File: config.mk
export PLATFORM = sky130hd
export DESIGN_NAME = gsrc_codec
export DESIGN_NICKNAME = d
export VERILOG_FILES = /design/src/common/gsrc_pkg.sv /design/src/hdl/gsrc_codec.sv
export VERILOG_INCLUDE_DIRS = /design/src /design/src/common
export SDC_FILE = /design/constraint.sdc
export NUM_CORES = 1
export LEC_CHECK = 0
export ABC_AREA = 1
export BUFFER_PORTS_ARGS = -buffer_cell sky130_fd_sc_hd__buf_2
export CAP_MARGIN = 20
export CORE_UTILIZATION = 54
export DETAILED_ROUTE_END_ITERATION = 7
export PLACE_DENSITY = 0.81
export SLEW_MARGIN = 20
export SYNTH_ARGS = -nofsm -noshare
export SYNTH_HDL_FRONTEND = slang
export SYNTH_SLANG_ARGS = --single-unit
File: constraint.sdc
create_clock -name sys_clk -period 13.9 [get_ports sys_clk]
set_clock_uncertainty 0.1 [all_clocks]
set_input_delay 0.695 -clock sys_clk [delete_from_list [all_inputs] [get_ports sys_clk]]
set_output_delay 0.695 -clock sys_clk [all_outputs]
set_load 0.005 [all_outputs]
File: src/common/gsrc_defines.svh
/*
 * Constants for the satellite record formatter: byte offsets, sizes, field codes, register map.
 * Assumes inclusion by bare name from package and design files.
 */
`ifndef GSRC_DEFINES_SVH
`define GSRC_DEFINES_SVH

// ============================================================
// Record layout
`define GSRC_SUM_HDR_LEN     8'h02
`define GSRC_SUM_ELEM_LEN    8'h08
`define GSRC_RAW_HDR_LEN     8'h0C
`define GSRC_RAW_ELEM_LEN    8'h1C
`define GSRC_RAW_WEEK_OFS    8'h08
`define GSRC_RAW_COUNT_OFS   8'h0A
`define GSRC_RESERVED_BYTE   8'h00

// ============================================================
// Summary flag bits
`define GSRC_FLG_HEALTHY     0
`define GSRC_FLG_ALMANAC     1
`define GSRC_FLG_EPHEMERIS   2
`define GSRC_FLG_DIFF        3
`define GSRC_FLG_NAV         4
`define GSRC_FLG_AZEL        5
`define GSRC_FLG_RTK         6
`define GSRC_FLG_MASK        8'h7F

// ============================================================
// Code limits
`define GSRC_CONST_MAX       8'h06
`define GSRC_BAND_MAX        8'h06
`define GSRC_CHAN_MAX        8'h0E
`define GSRC_QUAL_MAX        8'h07

// ============================================================
// Register map (byte addresses)
`define GSRC_REG_CTRL        4'h0
`define GSRC_REG_STATUS      4'h4
`define GSRC_REG_COUNT       4'h8
`define GSRC_CTRL_RESET      32'h0000_0000

`endif

File: src/common/gsrc_pkg.sv
/*
 * Types for the satellite record formatter.
 * Assumes gsrc_defines.svh is on the include path.
 */
`include "gsrc_defines.svh"
package gsrc_pkg;
	// Record kind selected by software
	typedef enum logic [1:0] {GSRC_SUMMARY = 2'b01, GSRC_RAW = 2'b10} gsrc_kind_t;

	// Formatter states, one-hot
	typedef enum logic [3:0] {
		GSRC_IDLE = 4'b0001,
		GSRC_HDR  = 4'b0010,
		GSRC_ELEM = 4'b0100,
		GSRC_DONE = 4'b1000
	} gsrc_state_t;

	// One summary element as supplied by the tracking logic
	typedef struct packed {
		logic [7:0]  constellation;
		logic [7:0]  vehicle_id;
		logic [7:0]  track_flags;
		logic [7:0]  cn0_dbhz;
		logic [7:0]  quality_code;
		logic [7:0]  elevation_deg;
		logic [15:0] azimuth_deg;
	} gsrc_sum_elem_t;

	// One raw satellite element
	typedef struct packed {
		logic [7:0]  constellation;
		logic [7:0]  vehicle_id;
		logic [7:0]  band_code;
		logic [7:0]  channel_code;
		logic [7:0]  slot_id;
		logic [7:0]  cn0_dbhz;
		logic [15:0] track_flags;
		logic [63:0] pseudorange;
		logic [63:0] carrier_phase;
		logic [31:0] doppler_shift;
	} gsrc_raw_elem_t;

	// Byte on the output stream
	typedef struct packed {
		logic [7:0] data;
		logic       last;
	} gsrc_byte_t;
endpackage

File: src/hdl/gsrc_codec.sv
/*
 * Satellite record formatter: builds summary or raw measurement records as a byte stream.
 * Assumes elements arrive on a valid/ready port from same-clock logic, and an AXI4-Lite master.
 */
// Operation
// RULE1 - Summary: count byte, reserved byte, then elements
// RULE2 - Summary element eight bytes, fixed field order
// RULE3 - Signal strength byte carries C/N0 dB-Hz
// RULE4 - Summary flags bits zero to six defined
// RULE5 - Quality code zero to seven as listed
// RULE6 - Elevation and azimuth in whole degrees
// RULE7 - Summary length two plus eight per satellite
// RULE8 - Parser reads count first for length
// RULE9 - Raw header: time, week, count, reserved
// RULE10 - Time in seconds, GPS week, element count
// RULE11 - Raw element 28 bytes, fixed field order
// RULE12 - Meters, cycles, hertz; Doppler positive approaching
// RULE13 - Constellation codes zero to six
// RULE14 - Band codes zero to six
// RULE15 - Channel codes zero to fourteen
// RULE16 - Raw length twelve plus 28 per satellite
// RULE17 - Little-endian integers, IEEE-754 floats
`timescale 1ns/1ps
`include "gsrc_defines.svh"
module gsrc_codec
	import gsrc_pkg::*;
(
	// Clock and reset
	input  wire logic             sys_clk,
	input  wire logic             rst,
	// Record header inputs, held for the whole record
	input  wire logic [63:0]      tow_seconds,
	input  wire logic [15:0]      gps_week,
	// Element input
	input  wire logic             elem_valid,
	output logic                  elem_ready,
	input  wire gsrc_sum_elem_t   sum_elem,
	input  wire gsrc_raw_elem_t   raw_elem,
	// Byte stream output
	output logic                  out_valid,
	input  wire logic             out_ready,
	output gsrc_byte_t            out_byte,
	// AXI4-Lite slave
	input  wire logic [3:0]       s_awaddr,
	input  wire logic             s_awvalid,
	output logic                  s_awready,
	input  wire logic [31:0]      s_wdata,
	input  wire logic [3:0]       s_wstrb,
	input  wire logic             s_wvalid,
	output logic                  s_wready,
	output logic [1:0]            s_bresp,
	output logic                  s_bvalid,
	input  wire logic             s_bready,
	input  wire logic [3:0]       s_araddr,
	input  wire logic             s_arvalid,
	output logic                  s_arready,
	output logic [31:0]           s_rdata,
	output logic [1:0]            s_rresp,
	output logic                  s_rvalid,
	input  wire logic             s_rready
);
	// ============================================================
	// Registers
	logic [31:0]      ctrl_reg;        // [0] start pulse, [1] raw kind, [15:8] sat_count
	logic             busy_reg;
	logic [15:0]      rec_count_reg;   // Records completed
	gsrc_state_t      state_reg;
	logic [7:0]       idx_reg;         // Byte index within header or element
	logic [7:0]       sat_left_reg;
	logic [7:0]       sat_count_reg;
	logic             raw_reg;
	logic [223:0]     elem_sh_reg;     // Element bytes, byte 0 in low bits
	logic [1:0][8:0]  buf_reg;
	logic [1:0]       buf_cnt_reg;
	logic             wr_ptr_reg;
	logic             rd_ptr_reg;
	logic             aw_hold_reg;
	logic             w_hold_reg;
	logic [3:0]       aw_addr_reg;
	logic [31:0]      w_data_reg;
	logic             start_pulse;

	// ============================================================
	// AXI4-Lite write: address and data taken in either order
	assign s_awready = !aw_hold_reg && !s_bvalid;
	assign s_wready  = !w_hold_reg && !s_bvalid;
	assign s_bresp   = 2'h0;
	always_ff @(posedge sys_clk or posedge rst) begin
		if (rst) begin
			aw_hold_reg <= 1'b0;
			w_hold_reg  <= 1'b0;
			aw_addr_reg <= 4'h0;
			w_data_reg  <= 32'h0000_0000;
			s_bvalid    <= 1'b0;
		end else begin
			if (s_awvalid && s_awready) begin
				aw_hold_reg <= 1'b1;
				aw_addr_reg <= s_awaddr;
			end
			if (s_wvalid && s_wready) begin
				w_hold_reg <= 1'b1;
				w_data_reg <= s_wdata;
			end
			if (aw_hold_reg && w_hold_reg) begin
				aw_hold_reg <= 1'b0;
				w_hold_reg  <= 1'b0;
				s_bvalid    <= 1'b1;
			end else if (s_bvalid && s_bready) begin
				s_bvalid <= 1'b0;
			end
		end
	end

	// Control register; start is self-clearing and ignored while busy
	assign start_pulse = aw_hold_reg && w_hold_reg && aw_addr_reg == `GSRC_REG_CTRL && w_data_reg[0] && !busy_reg;
	always_ff @(posedge sys_clk or posedge rst) begin
		if (rst) begin
			ctrl_reg <= `GSRC_CTRL_RESET;
		end else if (aw_hold_reg && w_hold_reg && aw_addr_reg == `GSRC_REG_CTRL) begin
			ctrl_reg <= {16'h0000, w_data_reg[15:8], 6'h00, w_data_reg[1], 1'b0};
		end
	end

	// ============================================================
	// AXI4-Lite read; unmapped addresses read zero with OKAY
	assign s_arready = !s_rvalid;
	assign s_rresp   = 2'h0;
	always_ff @(posedge sys_clk or posedge rst) begin
		if (rst) begin
			s_rvalid <= 1'b0;
			s_rdata  <= 32'h0000_0000;
		end else if (s_arvalid && s_arready) begin
			s_rvalid <= 1'b1;
			case (s_araddr)
				`GSRC_REG_CTRL:   s_rdata <= ctrl_reg;
				`GSRC_REG_STATUS: s_rdata <= {20'h00000, state_reg, 7'h00, busy_reg};
				`GSRC_REG_COUNT:  s_rdata <= {16'h0000, rec_count_reg};
				default:          s_rdata <= 32'h0000_0000;
			endcase
		end else if (s_rvalid && s_rready) begin
			s_rvalid <= 1'b0;
		end
	end

	// ============================================================
	// Header byte picker; integers little-endian, time is binary64 as given
	function automatic logic [7:0] hdr_byte(input logic raw, input logic [7:0] i, input logic [7:0] n);
		logic [7:0] b;
		b = `GSRC_RESERVED_BYTE;
		if (!raw) begin
			if (i == 8'h00) b = n;                                        // RULE1 RULE8
		end else if (i < `GSRC_RAW_WEEK_OFS) begin
			b = tow_seconds[8*i[2:0] +: 8];                               // RULE9 RULE10 RULE17
		end else if (i < `GSRC_RAW_COUNT_OFS) begin
			b = gps_week[8*i[0] +: 8];                                    // RULE9 RULE10 RULE17
		end else if (i == `GSRC_RAW_COUNT_OFS) begin
			b = n;                                                        // RULE9 RULE10
		end
		return b;
	endfunction

	// ============================================================
	// Stream buffer flags
	logic       push;
	logic       buf_full;
	logic       hdr_last;
	logic       elem_last;
	logic [7:0] hdr_len;
	logic [7:0] elem_len;
	logic [8:0] push_word;
	assign buf_full  = buf_cnt_reg == 2'h2;
	assign hdr_len   = raw_reg ? `GSRC_RAW_HDR_LEN : `GSRC_SUM_HDR_LEN;     // RULE7 RULE16
	assign elem_len  = raw_reg ? `GSRC_RAW_ELEM_LEN : `GSRC_SUM_ELEM_LEN;   // RULE2 RULE11
	assign hdr_last  = idx_reg == hdr_len - 8'h01;
	assign elem_last = idx_reg == elem_len - 8'h01;
	assign push      = !buf_full && (state_reg == GSRC_HDR || state_reg == GSRC_ELEM);
	assign elem_ready = state_reg == GSRC_ELEM && idx_reg == elem_len;   // Only while waiting between elements

	// Byte being pushed; record ends on last element byte, or header byte when count is zero
	always_comb begin
		push_word = 9'h000;
		if (state_reg == GSRC_HDR) begin
			push_word = {hdr_byte(raw_reg, idx_reg, sat_count_reg), hdr_last && sat_count_reg == 8'h00};
		end else if (state_reg == GSRC_ELEM) begin
			push_word = {elem_sh_reg[8*idx_reg[4:0] +: 8], elem_last && sat_left_reg == 8'h01};
		end
	end

	// ============================================================
	// Element capture; the tracking logic already supplies degrees, dB-Hz and IEEE values
	logic        take_elem;
	logic [63:0] sum_bytes;
	logic [223:0] raw_bytes;
	assign take_elem = elem_ready && elem_valid;
	assign sum_bytes = {sum_elem.azimuth_deg, sum_elem.elevation_deg, sum_elem.quality_code,     // RULE5 RULE6
		sum_elem.cn0_dbhz, sum_elem.track_flags & `GSRC_FLG_MASK,                                // RULE3 RULE4
		sum_elem.vehicle_id, sum_elem.constellation};                                            // RULE2 RULE13
	assign raw_bytes = {raw_elem.doppler_shift, raw_elem.carrier_phase, raw_elem.pseudorange,   // RULE11 RULE12
		raw_elem.track_flags, raw_elem.cn0_dbhz, raw_elem.slot_id, raw_elem.channel_code,        // RULE15
		raw_elem.band_code, raw_elem.vehicle_id, raw_elem.constellation};                        // RULE14 RULE13

	// ============================================================
	// Formatter state machine; element index = elem_len means waiting for an element
	always_ff @(posedge sys_clk or posedge rst) begin
		if (rst) begin
			state_reg     <= GSRC_IDLE;
			idx_reg       <= 8'h00;
			sat_left_reg  <= 8'h00;
			sat_count_reg <= 8'h00;
			raw_reg       <= 1'b0;
			busy_reg      <= 1'b0;
			elem_sh_reg   <= 224'h0;
			rec_count_reg <= 16'h0000;
		end else begin
			case (state_reg)
				GSRC_IDLE: begin
					if (start_pulse) begin
						state_reg     <= GSRC_HDR;
						busy_reg      <= 1'b1;
						raw_reg       <= w_data_reg[1];
						sat_count_reg <= w_data_reg[15:8];
						sat_left_reg  <= w_data_reg[15:8];
						idx_reg       <= 8'h00;
					end
				end
				GSRC_HDR: begin
					if (push) begin
						idx_reg <= idx_reg + 8'h01;
						if (hdr_last) begin
							state_reg <= sat_count_reg == 8'h00 ? GSRC_DONE : GSRC_ELEM;
							idx_reg   <= elem_len;
						end
					end
				end
				GSRC_ELEM: begin
					if (take_elem) begin
						elem_sh_reg <= raw_reg ? raw_bytes : {160'h0, sum_bytes};
						idx_reg     <= 8'h00;
					end else if (push && idx_reg != elem_len) begin
						idx_reg <= idx_reg + 8'h01;
						if (elem_last) begin
							sat_left_reg <= sat_left_reg - 8'h01;
							idx_reg      <= elem_len;
							if (sat_left_reg == 8'h01) state_reg <= GSRC_DONE;
						end
					end
				end
				GSRC_DONE: begin
					state_reg     <= GSRC_IDLE;
					busy_reg      <= 1'b0;
					rec_count_reg <= rec_count_reg + 16'h0001;
				end
				default: state_reg <= GSRC_IDLE;
			endcase
		end
	end

	// ============================================================
	// Two-entry output buffer; a stalled receiver holds the formatter
	logic push_ok;
	logic pop;
	assign push_ok  = push && (state_reg == GSRC_HDR || idx_reg != elem_len);
	assign pop      = out_valid && out_ready;
	assign out_valid = buf_cnt_reg != 2'h0;
	assign out_byte = gsrc_byte_t'(buf_reg[rd_ptr_reg]);
	always_ff @(posedge sys_clk or posedge rst) begin
		if (rst) begin
			buf_reg     <= '0;
			buf_cnt_reg <= 2'h0;
			wr_ptr_reg  <= 1'b0;
			rd_ptr_reg  <= 1'b0;
		end else begin
			if (push_ok) begin
				buf_reg[wr_ptr_reg] <= push_word;
				wr_ptr_reg          <= !wr_ptr_reg;
			end
			if (pop) rd_ptr_reg <= !rd_ptr_reg;
			buf_cnt_reg <= buf_cnt_reg + {1'b0, push_ok} - {1'b0, pop};
		end
	end

	// ============================================================
	// Checks
	logic [15:0] rec_bytes;   // Bytes pushed in the current record
	always_ff @(posedge sys_clk or posedge rst) begin
		if (rst) rec_bytes <= 16'h0000;
		else if (start_pulse) rec_bytes <= 16'h0000;
		else if (push_ok) rec_bytes <= rec_bytes + 16'h0001;
	end
	logic [15:0] exp_len;
	assign exp_len = raw_reg ? 16'(`GSRC_RAW_HDR_LEN) + 16'(sat_count_reg) * 16'(`GSRC_RAW_ELEM_LEN)
		: 16'(`GSRC_SUM_HDR_LEN) + 16'(sat_count_reg) * 16'(`GSRC_SUM_ELEM_LEN);

	a_record_length: assert property (@(posedge sys_clk) disable iff (rst) // RULE7 RULE16
		push_ok && push_word[0] |-> rec_bytes + 16'h0001 == exp_len)
		else $error("record length mismatch");
	a_count_first: assert property (@(posedge sys_clk) disable iff (rst) // RULE1
		push_ok && !raw_reg && state_reg == GSRC_HDR && idx_reg == 8'h00 |-> push_word[8:1] == sat_count_reg)
		else $error("summary count byte wrong");
	a_reserved_zero: assert property (@(posedge sys_clk) disable iff (rst) // RULE1 RULE9
		push_ok && state_reg == GSRC_HDR && idx_reg == hdr_len - 8'h01 |-> push_word[8:1] == 8'h00)
		else $error("reserved byte not zero");
	a_raw_count: assert property (@(posedge sys_clk) disable iff (rst) // RULE9 RULE10
		push_ok && raw_reg && state_reg == GSRC_HDR && idx_reg == `GSRC_RAW_COUNT_OFS
		|-> push_word[8:1] == sat_count_reg)
		else $error("raw count byte wrong");
	a_week_lsb: assert property (@(posedge sys_clk) disable iff (rst) // RULE17
		push_ok && raw_reg && state_reg == GSRC_HDR && idx_reg == `GSRC_RAW_WEEK_OFS
		|-> push_word[8:1] == gps_week[7:0])
		else $error("week not low byte first");
	a_flag_bit7: assert property (@(posedge sys_clk) disable iff (rst) // RULE4
		push_ok && !raw_reg && state_reg == GSRC_ELEM && idx_reg == 8'h02 |-> !push_word[8])
		else $error("undefined summary flag bit set");
	a_buf_stall: assert property (@(posedge sys_clk) disable iff (rst) // RULE2 RULE11
		out_valid && !out_ready |=> out_valid && $stable(out_byte))
		else $error("output byte changed while stalled");
	a_done_idle: assert property (@(posedge sys_clk) disable iff (rst) // RULE8
		state_reg == GSRC_DONE |=> state_reg == GSRC_IDLE && !busy_reg)
		else $error("record did not close");
endmodule

Word level (Yosys, flattened, before mapping)
Index checks and enable logic that the tools add are counted.
{"block": "classes", "n_addsub": 7, "order_cmp": 5, "n_shift": 3, "n_reduce_logical": 48, "n_eq_ne": 21, "muxes": 47}
{"operator": "$mux W224", "count": 1}
{"operator": "$shiftx A224 B9 Y8", "count": 1}
{"operator": "$mux W8", "count": 15}
{"operator": "$shiftx A64 B7 Y8", "count": 1}
{"operator": "$pmux W16 S3", "count": 1}
{"operator": "$mux W9", "count": 5}
{"operator": "$mux W4", "count": 9}
{"operator": "$pmux W8 S3", "count": 1}
{"operator": "$logic_and A1 B1 Y1", "count": 20}
{"operator": "$bwmux W18", "count": 1}
{"operator": "$add A16 B1 Y16 const B", "count": 1}
{"operator": "$eq A8 B8 Y1", "count": 2}
{"operator": "$logic_not A8 Y1", "count": 2}
{"operator": "$lt A8 B4 Y1 const B", "count": 2}
{"operator": "$pmux W8 S2", "count": 1}
{"operator": "$shiftx A16 B5 Y8", "count": 1}
{"operator": "$reduce_bool A2 Y1", "count": 7}
{"operator": "$pmux W4 S3", "count": 1}
{"operator": "$ne A2 B2 Y1 const B", "count": 5}
{"operator": "$demux W9 S1", "count": 1}
{"operator": "$mux W1", "count": 9}
{"operator": "$add A8 B1 Y8 const B", "count": 1}
{"operator": "$eq A4 B3 Y1 const B", "count": 2}
{"operator": "$eq A4 B4 Y1 const B", "count": 2}
{"operator": "26 further kinds", "count": 39}
{"block": "totals", "regBits": 357}

Longest topological paths before layout
{"block": "depth", "depth_word": 7, "mapped_depth": 16, "ltp_nobuf": 12}

Worst setup path after synthesis
Ideal clock, no wire load.
{"block": "synth_path", "path_kind": "register -> register", "startpoint": "register idx_reg[0]", "endpoint": "register buf_cnt_reg[1]", "path_slack_ns": 11.257, "t_required_ns": 13.721, "synth_period_minus_slack_ns": 2.643, "stages_incl_launch_ff": 14, "t_arrival_ns": 2.464, "setup_time_ns": 0.079, "path_cell_list": "dfrtp_1 inv_1 clkbuf_1 buf_1 ha_1 nand2_1 nor2_1 nand2_2 o21ai_1 ha_1 inv_1 ha_1 xnor2_1 xor2_1"}
{"block": "synth_via", "elab_chain_cells": 5}
{"element": "start: declaration", "line_no": "gsrc_codec.sv:68", "source": "logic [7:0] idx_reg;"}
{"element": "start signal: assignment", "line_no": "gsrc_codec.sv:228", "source": "idx_reg <= idx_reg + 8'h01;"}
{"element": "start signal: assignment", "line_no": "gsrc_codec.sv:231", "source": "idx_reg <= elem_len;"}
{"element": "start signal: assignment", "line_no": "gsrc_codec.sv:240", "source": "idx_reg <= idx_reg + 8'h01;"}
{"element": "$ne A8 B5 Y1", "line_no": "gsrc_codec.sv:262", "source": "assign push_ok = push && (state_reg == GSRC_HDR || idx_reg != elem_len);"}
{"element": "$logic_or A1 B1 Y1", "line_no": "gsrc_codec.sv:262"}
{"element": "$logic_and A1 B1 Y1", "line_no": "gsrc_codec.sv:262"}
{"element": "$add A2 B1 Y2", "line_no": "gsrc_codec.sv:278", "source": "buf_cnt_reg <= buf_cnt_reg + {1'b0, push_ok} - {1'b0, pop};"}
{"element": "$sub A2 B1 Y2", "line_no": "gsrc_codec.sv:278"}
{"element": "end signal: assignment", "line_no": "gsrc_codec.sv:278"}
{"element": "end: declaration", "line_no": "gsrc_codec.sv:74", "source": "logic [1:0] buf_cnt_reg;"}
No other way between the ends.
A chain may end at the register's enable or synchronous reset.

Worst setup path in the final report
{"block": "layout_path", "startpoint": "register raw_reg", "endpoint": "register elem_sh_reg[65]"}
{"block": "layout_via", "elab_chain_cells": 5, "elab_cells_between_ends": 6}
{"element": "start: declaration", "line_no": "gsrc_codec.sv:71", "source": "logic raw_reg;"}
{"element": "start signal: assignment", "line_no": "gsrc_codec.sv:220", "source": "raw_reg <= w_data_reg[1];"}
{"element": "$mux W5 (no source line)"}
{"element": "$eq A8 B5 Y1", "line_no": "gsrc_codec.sv:177", "source": "assign elem_ready = state_reg == GSRC_ELEM && idx_reg == elem_len;"}
{"element": "$logic_and A1 B1 Y1", "line_no": "gsrc_codec.sv:177"}
{"element": "$logic_and A1 B1 Y1", "line_no": "gsrc_codec.sv:194", "source": "assign take_elem = elem_ready && elem_valid;"}
{"element": "$reduce_and A2 Y1 (no source line)"}
{"element": "end signal: assignment", "line_no": "gsrc_codec.sv:237", "source": "elem_sh_reg <= raw_reg ? raw_bytes : {160'h0, sum_bytes};"}
{"element": "end: declaration", "line_no": "gsrc_codec.sv:72", "source": "logic [223:0] elem_sh_reg;"}
Several ways; a longest one is shown, not always the timed one.

==> impl_metrics.py <==
metrics = {
    "sta": {
        "hold_viol": 0,
        "finalSetupViolCount": 0,
        "tightestPinTransition_ns": 1.04,
        "post-route-min-period_ns": 4.85,
        "slew_headroom_pct": 30.5,
        "max_freq_ghz": 0.206,
        "rsz0062_at_grt": "no",
        "maxSlewViolCount": 0,
        "fin_crit_sh_pct": 34.9,
        "setup_tns_ns": 0,
    },
    "die": {
        "start_util_pct": 55.5,
        "die_w_um": 186,
        "ios": 473,
        "core_um2": 32900,
        "dieHeight_um": 186,
        "rows": 66,
        "dieArea_um2": 34600,
    },
    "synthesis": {
        "syn_inst": 2598,
        "ys_warn_count": 0,
        "yosysTopAreaCellShare_pct": 45.7,
        "synth-async-reset-ratio_pct": 100,
        "synth_area_leaders": "dfrtp_1, nand2_1, nand3_1",
        "synth_seq_area_share_pct": 45.9,
        "synth-seq-cells": 335,
        "synth_edf_count": 0,
        "synth_area_um2": 18300,
        "synth.distinct_cells": 40,
        "postSynthAreaPerCell_um2": 7.03,
        "yosys.area.top_type": "dfrtp_1",
        "ys.flop_type": "dfrtp_1",
    },
    "detailed_routing": {
        "drc_errors": 0,
        "vias": 18200,
        "wl_mm": 55.0,
        "vias_per_cell": 5.38,
        "wire_per_inst_um": 16.2,
        "dr.pass1.iters": 6,
        "postRouteAntennaNets": 0,
        "drt_iter0_markers": 1620,
    },
    "place": {
        "place.port_buffers": 425,
        "place_hpwl_mm": 38.6,
        "place_congestion": 0.945,
    },
    "cts": {
        "cts.root.buffer_cell": "clkbuf_16",
        "cts_setup_buffers": 0,
        "cts.clk_slew.worst_paths_ns": 0.06,
        "cts_made_buffers": 37,
        "cts_max_path_buffers": 3,
        "cts_tree": "yes",
        "htree_levels": 2,
        "cts.sinks": 335,
        "clk_latency_ns": 0.52,
        "ctsResizeCount": 0,
        "cts_hold_buf": 0,
    },
    "layout": {
        "largest_register_ffs": 224,
        "syn2layout_area_growth_pct": 18.1,
        "num-fill-cells": 2881,
        "drive_above_1_share_pct": 17.7,
        "fin_nets": 3341,
    },
    "critical_path": {
        "worst-path-max-fanout": 160,
        "critical_path_required_ns": 14.22,
        "critPathArrivalTime_ns": 5.17,
        "startpoint_type": "flop",
        "r2r-start": "raw_reg",
        "cp-end-kind": "flop",
        "worstSetupStartpoint": "raw_reg",
        "criticalPathCategory": "flop to flop",
    },
    "flow_run": {
        "max-cap-violations": 0,
    },
    "pwr": {
        "power_mw": 2.61,
        "irDropWorstVdd_uv": 81.1,
        "powerDensity_nw_per_um2": 121,
        "cellLeakagePower_nw": 11.3,
    },
    "status": {
        "status": "finished, final reports clean",
    },
    "global_route": {
        "grt_overflow": 0,
        "grt_max_degree": 161,
        "grtUsageTotal_pct": 31.6,
        "grt_pass1_vias": 16700,
        "grt_antenna_before_repair": 11,
        "grt_pass1_wl_mm": 85.8,
    },
    "worst_hold_path": {
        "hold_class": "primary input to asynchronous set/reset pin",
    },
}
==> cell families (layout without fill, tap and decap cells) <==
logic type / count (synthesis) / count (layout) / synth area share, %
adders and majority gates: 7 / 7 / 0.479
and+or+nand+nor: 1455 / 1455 / 32.6
buffers and inverters: 438 / 758 / 9.87
other: 1 / 30 / 0.0205
AOI/OAI and AO/OA: 339 / 339 / 10.0
muxes: 4 / 4 / 0.247
DFF: 335 / 335 / 45.9
xor gates and xnor gates: 19 / 19 / 0.911
==> where the power goes <==
part	total (mW)	switching (mW)	internal, mW	leakage, nW
clock	0.994	0.396	0.599	0.604
combinational	0.485	0.320	0.165	7.00
sequential	1.13	0.0769	1.05	3.73
==> final timing paths <==
check	to	slack [ns]	depth (start not counted)
setup / recovery	elem_sh_reg[65]	9.05	10
hold / removal	s_rdata[0]	0.25	2
setup reg to reg	elem_sh_reg[65]	9.05	10
hold reg to reg	buf_reg[12]	0.38	2
max in group asynchronous	elem_sh_reg[37]	11.39	4
min in group sys_clk	s_rvalid	0.26	2
==> routing by layer <==
layer	global-route usage (%)	up-vias	share of wire (%)
met5	0	-	0.022
met4	13.8	2	4.2
met3	4.52	133	7.6
met2	49.8	788	45
met1	43.6	8454	43
li1	-	8859	-
==> per-stage QoR <==
stage	worst slack [ns]	cells	instance area (um2)	utilization, %	hold WS (ns)
after floorplan	3.83	2617	18300	-	0.348
after global placement	9.12	3315	20300	61.7	0.359
after detailed placement	8.89	3315	20300	61.7	0.365
after CTS	8.86	3378	21500	65.4	0.253
after global routing	8.66	3389	21600	65.5	0.272
final	9.05	3389	21600	65.5	0.248
==> cells in the mapped netlist (all sizes together), types with 2 or more instances <==
cell	count
nor2	186
nor3	7
xor2	14
ha	7
mux2	4
xnor2	5
o211ai	7
o22ai	5
o21ai	228
or2	2
a221oi	3
nand4	11
nand2	915
clkinv	3
clkbuf	92
nand3	330
buf	90
a31oi	65
a21oi	26
a22o	2
inv	253
dfrtp	334
==> layout by cell type, fill, tap and decap left out, drive strengths merged, types with 2 or more instances in the layout <==
cell type / synthesis / routed
bufinv: 0 / 3
xor2: 14 / 14
a221oi: 3 / 3
ha: 7 / 7
buf: 90 / 439
o21ai: 228 / 228
clkinv: 3 / 9
dfrtp: 334 / 334
a22o: 2 / 2
diode: 0 / 10
nand4: 11 / 11
xnor2: 5 / 5
o211ai: 7 / 7
conb: 1 / 20
nor2: 186 / 186
o22ai: 5 / 5
mux2: 4 / 4
a31oi: 65 / 65
nor3: 7 / 7
clkbuf: 92 / 53
inv: 253 / 254
nand3: 330 / 330
nand2: 915 / 915
or2: 2 / 2
a21oi: 26 / 26
==> critical path, stage by stage, from the launching register on <==
cell and delay [ns]:
dfrtp_4 0.79, buf_4 0.74, nand2_1 0.15, a21oi_2 0.22, nand2_2 0.12, nor2_4 0.11, nand2_2 0.42, inv_8 0.75
buf_4 0.87, nand3_1 0.18, o21ai_0 0.15
==> cell type report <==
type | instances | area [um2] | area share (%)
sequential | 335 | 8390 | 38.9
multi-input combinational | 1844 | 8160 | 37.8
timing repair buffer | 439 | 2260 | 10.5
clock buffer | 53 | 1090 | 5.04
inverter | 256 | 978 | 4.53
tap | 442 | 553 | 2.56
clock inverter | 10 | 129 | 0.597
antenna | 10 | 25.0 | 0.116
Power figures use the tool's default switching activity.
